===== config.mk =====
export PLATFORM = sky130hd
export DESIGN_NAME = mcl_logger
export DESIGN_NICKNAME = d
export VERILOG_FILES = /design/src/mcl_pkg.sv /design/src/mcl_logger.sv
export SDC_FILE = /design/constraint.sdc
export NUM_CORES = 1
export LEC_CHECK = 0
export BUFFER_PORTS_ARGS = -buffer_cell sky130_fd_sc_hd__buf_2
export CAP_MARGIN = 20
export CORE_MARGIN = 1
export CORE_UTILIZATION = 35
export DETAILED_ROUTE_END_ITERATION = 12
export GPL_ROUTABILITY_DRIVEN = 0
export SLEW_MARGIN = 40
export SYNTH_ARGS = -nofsm -noshare
export SYNTH_HDL_FRONTEND = slang
export SYNTH_SLANG_ARGS = --single-unit

===== constraint.sdc =====
create_clock -name clk -period 2.9 [get_ports clk]
set_clock_uncertainty 0.15 [all_clocks]
set_input_delay 0.435 -clock clk [delete_from_list [all_inputs] [get_ports clk]]
set_output_delay 0.435 -clock clk [all_outputs]
set_load 0.01 [all_outputs]

===== src/mcl_pkg.sv =====
package mcl_pkg;

  // ----------------------------------------
  // Bus map
  // ----------------------------------------
  localparam int         AXI_AW       = 4;
  localparam logic [3:0] OFS_STAT_LO  = 4'h0;
  localparam logic [3:0] OFS_STAT_HI  = 4'h4;
  localparam logic [3:0] OFS_IRQ_STAT = 4'h8;
  localparam logic [3:0] OFS_IRQ_MASK = 4'hC;
  localparam logic [1:0] RESP_OKAY    = 2'h0;
  localparam logic [1:0] RESP_SLVERR  = 2'h2;

  // ----------------------------------------
  // Status register fields (64-bit positions)
  // ----------------------------------------
  localparam int MSEC_LSB   = 16;
  localparam int CNT_LSB    = 32;
  localparam int FMT_LSB    = 40;
  localparam int SYN_LSB    = 44;
  localparam int SYNV_BIT   = 52;
  localparam int HLTH_LSB   = 53;
  localparam int EXTRA_INFO_VALID_FLAG_BIT  = 59;
  localparam int UC_BIT     = 61;
  localparam int VAL_BIT    = 63;
  localparam int VAL_HI_BIT = VAL_BIT - 32;

  localparam logic [7:0]  CNT_MAX     = 8'hFF;
  localparam logic [7:0]  CNT_FIRST   = 8'h01;
  localparam logic [10:0] CACHE_FIXED = 11'b0010_0000_000;
  localparam logic [1:0]  HLTH_NONE   = 2'h0;

  // Cache way codes
  localparam logic [2:0] L3_NONE     = 3'b000;
  localparam logic [2:0] L3_MULTI_CE = 3'b001;
  localparam logic [2:0] L3_MULTI_UE = 3'b010;
  localparam logic [2:0] L3_MULTI_TAG= 3'b011;
  localparam logic [2:0] L3_ONE_CE   = 3'b101;
  localparam logic [2:0] L3_ONE_UE   = 3'b110;
  localparam logic [2:0] L3_MIXED    = 3'b111;

  localparam int NWAYS = 8;
  localparam int IRQ_W = 5;

  // Interrupt status bits
  localparam int IRQ_LOGGED = 0;
  localparam int IRQ_CE     = 1;
  localparam int IRQ_UE     = 2;
  localparam int IRQ_SAT    = 3;
  localparam int IRQ_OVER   = 4;

  typedef enum logic [2:0] {
    KIND_CACHE = 3'b001,
    KIND_BUS   = 3'b010,
    KIND_CTL   = 3'b100
  } mcl_kind_type;

  typedef struct packed {
    logic               valid;
    mcl_kind_type       kind;
    logic               uc;
    logic [NWAYS-1:0]   ce_ways;
    logic [NWAYS-1:0]   ue_ways;
    logic [NWAYS-1:0]   tag_ways;
    logic [15:0]        msec;
    logic               syn_valid;
    logic [7:0]         syndrome;
    logic               misc_valid;
    logic [1:0]         misc_fmt;
    logic [1:0]         health;
  } mcl_evt_type;

endpackage


===== src/mcl_logger.sv =====
// Our own choices: the AXI4-Lite interface to the registers and the register addresses.
`timescale 1ns/1ns
`default_nettype none

module mcl_logger
  import mcl_pkg::*;
(
  // Clock and reset
  input  wire  logic              clk,
  input  wire  logic              rst,
  // Error event
  input  wire  mcl_evt_type       evt,
  // AXI4-Lite write
  input  wire  logic [AXI_AW-1:0] s_awaddr,
  input  wire  logic              s_awvalid,
  output logic                    s_awready,
  input  wire  logic [31:0]       s_wdata,
  input  wire  logic [3:0]        s_wstrb,
  input  wire  logic              s_wvalid,
  output logic                    s_wready,
  output logic [1:0]              s_bresp,
  output logic                    s_bvalid,
  input  wire  logic              s_bready,
  // AXI4-Lite read
  input  wire  logic [AXI_AW-1:0] s_araddr,
  input  wire  logic              s_arvalid,
  output logic                    s_arready,
  output logic [31:0]             s_rdata,
  output logic [1:0]              s_rresp,
  output logic                    s_rvalid,
  input  wire  logic              s_rready,
  // Interrupt
  output logic                    irq
);

  // ----------------------------------------
  // Log state
  // ----------------------------------------
  logic [7:0]       cnt_r,   cnt_nxt;
  logic [1:0]       fmt_r,   fmt_nxt;
  logic [7:0]       syn_r,   syn_nxt;
  logic             synv_r,  synv_nxt;
  logic [1:0]       hlth_r,  hlth_nxt;
  logic [15:0]      msec_r,  msec_nxt;
  logic             extra_info_valid_flag_r, extra_info_valid_flag_nxt;
  logic             uc_r,    uc_nxt;
  logic             val_r,   val_nxt;
  logic [IRQ_W-1:0] ist_r,   ist_nxt;
  logic [IRQ_W-1:0] imsk_r,  imsk_nxt;
  logic             irq_r,   irq_nxt;

  // Bus state
  logic              awh_r, awh_nxt;
  logic              wh_r,  wh_nxt;
  logic [AXI_AW-1:0] wa_r,  wa_nxt;
  logic [31:0]       wd_r,  wd_nxt;
  logic [3:0]        ws_r,  ws_nxt;
  logic              awr_r, awr_nxt;
  logic              wr_r,  wr_nxt;
  logic              bv_r,  bv_nxt;
  logic [1:0]        br_r,  br_nxt;
  logic              arr_r, arr_nxt;
  logic              rv_r,  rv_nxt;
  logic [31:0]       rd_r,  rd_nxt;
  logic [1:0]        rr_r,  rr_nxt;

  logic [63:0]       stat;
  logic [2:0]        l3_code;
  logic [15:0]       cache_msec;
  logic              do_wr;
  logic              clr_val;
  logic              ce_evt;
  logic              take;
  logic [IRQ_W-1:0]  ev_set;
  logic [IRQ_W-1:0]  ist_clr;

  function automatic logic multi(input logic [NWAYS-1:0] v);
    multi = |(v & (v - NWAYS'(1)));
  endfunction

  // ----------------------------------------
  // Cache way encoding
  // ----------------------------------------
  always_comb begin
    // Mixed wins: it says most about the set
    if (|evt.ce_ways && |evt.ue_ways) begin
      l3_code = L3_MIXED;
    end else if (multi(evt.ue_ways)) begin
      l3_code = L3_MULTI_UE;
    end else if (|evt.ue_ways) begin
      l3_code = L3_ONE_UE;
    end else if (multi(evt.tag_ways)) begin
      l3_code = L3_MULTI_TAG;
    end else if (multi(evt.ce_ways)) begin
      l3_code = L3_MULTI_CE;
    end else if (|evt.ce_ways) begin
      l3_code = L3_ONE_CE;
    end else begin
      l3_code = L3_NONE;
    end
    cache_msec = {CACHE_FIXED, 2'b00, l3_code};
  end

  // ----------------------------------------
  // Status word assembly
  // ----------------------------------------
  always_comb begin
    stat                          = '0;
    stat[MSEC_LSB +: 16]          = msec_r;
    stat[CNT_LSB +: 8]            = cnt_r;
    stat[FMT_LSB +: 2]            = extra_info_valid_flag_r ? fmt_r : 2'b00;
    stat[SYN_LSB +: 8]            = synv_r ? syn_r : 8'h00;
    stat[SYNV_BIT]                = synv_r;
    stat[HLTH_LSB +: 2]           = val_r ? hlth_r : HLTH_NONE;
    stat[EXTRA_INFO_VALID_FLAG_BIT]               = extra_info_valid_flag_r;
    stat[UC_BIT]                  = uc_r;
    stat[VAL_BIT]                 = val_r;
  end

  // ----------------------------------------
  // Logging
  // ----------------------------------------
  always_comb begin
    do_wr   = awh_r && wh_r && !bv_r;
    clr_val = do_wr && wa_r == OFS_STAT_HI && ws_r[3] && wd_r[VAL_HI_BIT];
    ce_evt  = evt.valid && !evt.uc;
    // An uncorrected entry still pending is never overwritten
    take    = evt.valid && !(val_r && uc_r);
    ev_set  = '0;
    ev_set[IRQ_LOGGED] = take;
    ev_set[IRQ_CE]     = ce_evt;
    ev_set[IRQ_UE]     = evt.valid && evt.uc;
    ev_set[IRQ_SAT]    = ce_evt && cnt_r == CNT_MAX - 8'h01;
    ev_set[IRQ_OVER]   = evt.valid && val_r;

    cnt_nxt   = cnt_r;
    fmt_nxt   = fmt_r;
    syn_nxt   = syn_r;
    synv_nxt  = synv_r;
    hlth_nxt  = hlth_r;
    msec_nxt  = msec_r;
    extra_info_valid_flag_nxt = extra_info_valid_flag_r;
    uc_nxt    = uc_r;
    val_nxt   = val_r;

    if (ce_evt && cnt_r != CNT_MAX) begin
      cnt_nxt = cnt_r + CNT_FIRST;
    end
    if (clr_val) begin
      val_nxt = 1'b0;
    end
    if (take) begin
      val_nxt   = 1'b1;
      uc_nxt    = evt.uc;
      extra_info_valid_flag_nxt = evt.misc_valid;
      fmt_nxt   = evt.misc_fmt;
      synv_nxt  = ce_evt && evt.syn_valid;
      syn_nxt   = (ce_evt && evt.syn_valid) ? evt.syndrome : 8'h00;
      // Health is undefined under UC; report no tracking then
      hlth_nxt  = evt.uc ? HLTH_NONE : evt.health;
      msec_nxt  = (evt.kind == KIND_CACHE) ? cache_msec : evt.msec;
    end
  end

  // ----------------------------------------
  // Interrupts
  // ----------------------------------------
  always_comb begin
    ist_clr  = '0;
    imsk_nxt = imsk_r;
    if (do_wr && wa_r == OFS_IRQ_STAT && ws_r[0]) begin
      ist_clr = wd_r[IRQ_W-1:0];
    end
    if (do_wr && wa_r == OFS_IRQ_MASK && ws_r[0]) begin
      imsk_nxt = wd_r[IRQ_W-1:0];
    end
    // Set beats a clear in the same cycle
    ist_nxt = (ist_r & ~ist_clr) | ev_set;
    irq_nxt = |(ist_nxt & imsk_nxt);
  end

  // ----------------------------------------
  // AXI4-Lite slave
  // ----------------------------------------
  always_comb begin
    awh_nxt = awh_r;
    wh_nxt  = wh_r;
    wa_nxt  = wa_r;
    wd_nxt  = wd_r;
    ws_nxt  = ws_r;
    bv_nxt  = bv_r;
    br_nxt  = br_r;
    rv_nxt  = rv_r;
    rd_nxt  = rd_r;
    rr_nxt  = rr_r;
    if (s_awvalid && awr_r) begin
      awh_nxt = 1'b1;
      wa_nxt  = s_awaddr;
    end
    if (s_wvalid && wr_r) begin
      wh_nxt = 1'b1;
      wd_nxt = s_wdata;
      ws_nxt = s_wstrb;
    end
    if (do_wr) begin
      awh_nxt = 1'b0;
      wh_nxt  = 1'b0;
      bv_nxt  = 1'b1;
      br_nxt  = (wa_r == OFS_STAT_LO || wa_r == OFS_STAT_HI ||
                 wa_r == OFS_IRQ_STAT || wa_r == OFS_IRQ_MASK) ? RESP_OKAY : RESP_SLVERR;
    end
    if (bv_r && s_bready) begin
      bv_nxt = 1'b0;
    end
    if (s_arvalid && arr_r) begin
      rv_nxt = 1'b1;
      rr_nxt = RESP_OKAY;
      unique case (s_araddr)
        OFS_STAT_LO:  rd_nxt = stat[31:0];
        OFS_STAT_HI:  rd_nxt = stat[63:32];
        OFS_IRQ_STAT: rd_nxt = {{(32-IRQ_W){1'b0}}, ist_r};
        OFS_IRQ_MASK: rd_nxt = {{(32-IRQ_W){1'b0}}, imsk_r};
        default: begin
          rd_nxt = 32'h0000_0000;
          rr_nxt = RESP_SLVERR;
        end
      endcase
    end
    if (rv_r && s_rready) begin
      rv_nxt = 1'b0;
    end
    // Ready drops while a beat is held, which stalls the master
    awr_nxt = !awh_nxt;
    wr_nxt  = !wh_nxt;
    arr_nxt = !rv_nxt;
  end

  // ----------------------------------------
  // Registers
  // ----------------------------------------
  always_ff @(posedge clk) begin
    if (rst) begin
      cnt_r   <= 8'h00;
      fmt_r   <= 2'b00;
      syn_r   <= 8'h00;
      synv_r  <= 1'b0;
      hlth_r  <= HLTH_NONE;
      msec_r  <= 16'h0000;
      extra_info_valid_flag_r <= 1'b0;
      uc_r    <= 1'b0;
      val_r   <= 1'b0;
      ist_r   <= '0;
      imsk_r  <= '0;
      irq_r   <= 1'b0;
      awh_r   <= 1'b0;
      wh_r    <= 1'b0;
      wa_r    <= '0;
      wd_r    <= 32'h0000_0000;
      ws_r    <= 4'h0;
      awr_r   <= 1'b0;
      wr_r    <= 1'b0;
      bv_r    <= 1'b0;
      br_r    <= RESP_OKAY;
      arr_r   <= 1'b0;
      rv_r    <= 1'b0;
      rd_r    <= 32'h0000_0000;
      rr_r    <= RESP_OKAY;
    end else begin
      cnt_r   <= cnt_nxt;
      fmt_r   <= fmt_nxt;
      syn_r   <= syn_nxt;
      synv_r  <= synv_nxt;
      hlth_r  <= hlth_nxt;
      msec_r  <= msec_nxt;
      extra_info_valid_flag_r <= extra_info_valid_flag_nxt;
      uc_r    <= uc_nxt;
      val_r   <= val_nxt;
      ist_r   <= ist_nxt;
      imsk_r  <= imsk_nxt;
      irq_r   <= irq_nxt;
      awh_r   <= awh_nxt;
      wh_r    <= wh_nxt;
      wa_r    <= wa_nxt;
      wd_r    <= wd_nxt;
      ws_r    <= ws_nxt;
      awr_r   <= awr_nxt;
      wr_r    <= wr_nxt;
      bv_r    <= bv_nxt;
      br_r    <= br_nxt;
      arr_r   <= arr_nxt;
      rv_r    <= rv_nxt;
      rd_r    <= rd_nxt;
      rr_r    <= rr_nxt;
    end
  end

  assign s_awready = awr_r;
  assign s_wready  = wr_r;
  assign s_bvalid  = bv_r;
  assign s_bresp   = br_r;
  assign s_arready = arr_r;
  assign s_rvalid  = rv_r;
  assign s_rdata   = rd_r;
  assign s_rresp   = rr_r;
  assign irq       = irq_r;

endmodule

`default_nettype wire


==> impl_metrics.yaml <==
place:
  dp_slack_ps: 809
  postPlaceCellArea_mm2: 0.00499
  dp_cells: 736
  port_buffers: 119
  dp_hpwl_um: 7980
sta:
  fin_crit_sh_pct: 73.6
  finalCriticalPeriod_ps: 2130
  final_max_slew_viol_count: 0
  worst_pin_slew_ps: 751
  hold_ws_ps: 179
  maxSlewHeadroom_pct: 50.0
  finalHoldViolCount: 0
  rsz0062_at_grt: "false"
  fin_ws_ps: 766
  fmax_ghz: 0.468
  tns_ps: 0
  finalSetupViolations: 0
layout:
  instances_no_fill: 750
  fillers: 1224
  area_growth_pct: 23.3
  final_common_cell: "buf_2"
  fin_util_pct: 44.3
  final_nets: 712
  antennaDiodeCount: 0
  drive_above_1_share_pct: 25.9
  most-common-layout-cells: "118 x buf_2, 102 x dfxtp_1, 89 x nor2_1"
  postLayoutCellArea_mm2: 0.00532
critical_path:
  crit_fanout: 13
  crit_slowest_cell: "and3b_1"
  cp_cell_sequence: "and3b_1 > and3_1 > mux2i_1 > o32a_1 > a31oi_1"
  start_kind: "flop"
  crit_arrival_ps: 2240
  worstPathRequired_ps: 3010
  worstSetupPathType: "flop to flop"
  cp-end-kind: "flop"
  reg2reg_from: "s_bvalid"
  worstReg2RegEnd: "irq"
  worst_path_largest_cell_delay_ps: 530
  reg2reg_depth: 5
  r2r_slack_ps: 770
grt:
  grt_max_degree: 105
  grt_pass1_wl_um: 18000
  use_met3_pct: 3.37
  first_global_vias: 3592
  gr-usage-met1_pct: 24.9
  grtUsageTotal_pct: 17.8
  use_met2_pct: 26.9
  top_usage_layer: "met2"
  antenna_found_initial: 0
  overflow: 0
clocking:
  clock_sinks: 102
  post_cts_buffers: 0
  insertion_delay_ps: 340
  cts_tree: "done"
  clockBufferDepth: 2
  cts_resized: 0
  cts-root-buf: "clkbuf_16"
  numCtsBuffers: 9
  cts_hold_buf: 0
  htree_levels: 3
  clk_pin_slew_ps: 60
yosys:
  ys_types: 60
  synth_top_area_share_pct: 47.4
  synthFlopType: "dfxtp_1"
  ys_seq_elements: 102
  ys_seq_area_share_pct: 47.4
  synthArstFlopShare_pct: 0
  avgSynthCellArea_um2: 8.64
  yosysWarnings: 0
  synthCells: 499
  synth_edf_count: 0
  netlist_top_cells_area: "dfxtp_1 47%, nor2_1 7.8%, a22oi_1 6.3%"
  syn-cell-area_mm2: 0.00431
  yosysTopAreaCell: "dfxtp_1"
floorplan:
  die_w_um: 113
  coreArea_mm2: 0.0120
  num_rows: 40
  fp.dieH_um: 113
  start_util_pct: 35.9
  dieArea_mm2: 0.0128
  ios: 152
detailed_routing:
  drc: 0
  dr.pass1.iters: 7
  vias: 3941
  vias_per_cell: 5.25
  dr.first_iter.drc_count: 255
  wl_per_cell_um: 14.7
  routed_wl_um: 11000
  ant_nets: 0
power_and_ir_drop:
  p_total_mw: 3.05
  p_leak_nw: 2.12
  vdd_drop_max_mv: 0.244
  p_per_area_mw_per_mm2: 574
flow_run:
  cap_violations: 0
worst_hold_path:
  worstHoldPathType: "primary input to flop"
  hold_depth: 3
  hold_start: "evt[2]"
  hold_end: "fmt_r[0]"
status:
  outcome: "finished clean"
sequential cells by signal (all words and copies together) (netlist names), 2 cells and up:
name	flops
s_rdata	30
msec_r	16
cnt_r	8
syn_r	8
wd_r	6
imsk_r	5
ist_r	5
wa_r	4
fmt_r	2
hlth_r	2
ws_r	2
cells in the mapped netlist, types with 3 or more instances:
master / instances
nor4_1: 3
and3_1: 5
a32oi_1: 3
buf_4: 5
nand2_1: 43
o21ai_0: 3
clkbuf_1: 29
maj3_1: 4
xor2_1: 6
mux2i_1: 6
a2bb2oi_1: 5
nand4b_1: 3
mux2_2: 5
nor2_1: 90
nand4_1: 7
nor3_1: 8
nand3_1: 27
and2_1: 3
dfxtp_1: 102
nor2b_1: 4
buf_2: 3
nand2b_1: 4
a22oi_1: 36
a21oi_1: 50
cell families (layout without fill, tap and decap cells):
family	Yosys count	after routing	synth area share, %
adders and majority gates	6	6	1.51
DFF	102	102	47.4
muxes	11	11	2.70
buffers and inverters	39	140	3.92
other	1	4	0.0870
and+or+nand+nor	214	214	23.9
xor gates and xnor gates	7	7	1.42
AOI/OAI and AO/OA	119	119	19.1
routing by layer:
metal,part of all wire (%),wire (um)
met1,48,5320
met2,45,4930
met3,5.3,579
met4,1.8,194
met5,0,0
critical path: cells and delay by family, from the launching register on:
| kind | cells | cell delay, ps |
|---|---|---|
| multiplexers | 1 | 140 |
| flip-flops | 1 | 330 |
| AND/OR/NAND/NOR | 2 | 940 |
| AO/OA/AOI/OAI | 2 | 490 |
worst max path at each step:
stage	start	slack, ps	end	cells after the start
CTS	s_bvalid	780	irq	5
detailed placement	evt[30]	810	msec_r[1]	6
global placement	evt[47]	830	msec_r[2]	6
floorplan	evt[40]	1050	msec_r[0]	5
global route	s_bvalid	650	irq	5
finish	s_bvalid	770	irq	5
report_power, final:
group | internal, mW | total [mW] | switching (mW)
Sequential | 1.45 | 1.49 | 0.0407
Combinational | 0.111 | 0.270 | 0.159
Clock | 0.795 | 1.29 | 0.499
cell type report:
class / instances / area, um^2 / area share, %
Tap cell: 147 / 184 / 3.46
Timing Repair Buffer: 124 / 639 / 12.0
Multi-Input combinational cell: 361 / 2120 / 39.9
Clock buffer: 11 / 253 / 4.76
Sequential cell: 102 / 2040 / 38.4
Clock inverter: 3 / 68.8 / 1.29
Inverter: 2 / 7.51 / 0.141
Note: power is estimated with default switching activity, not from simulation.
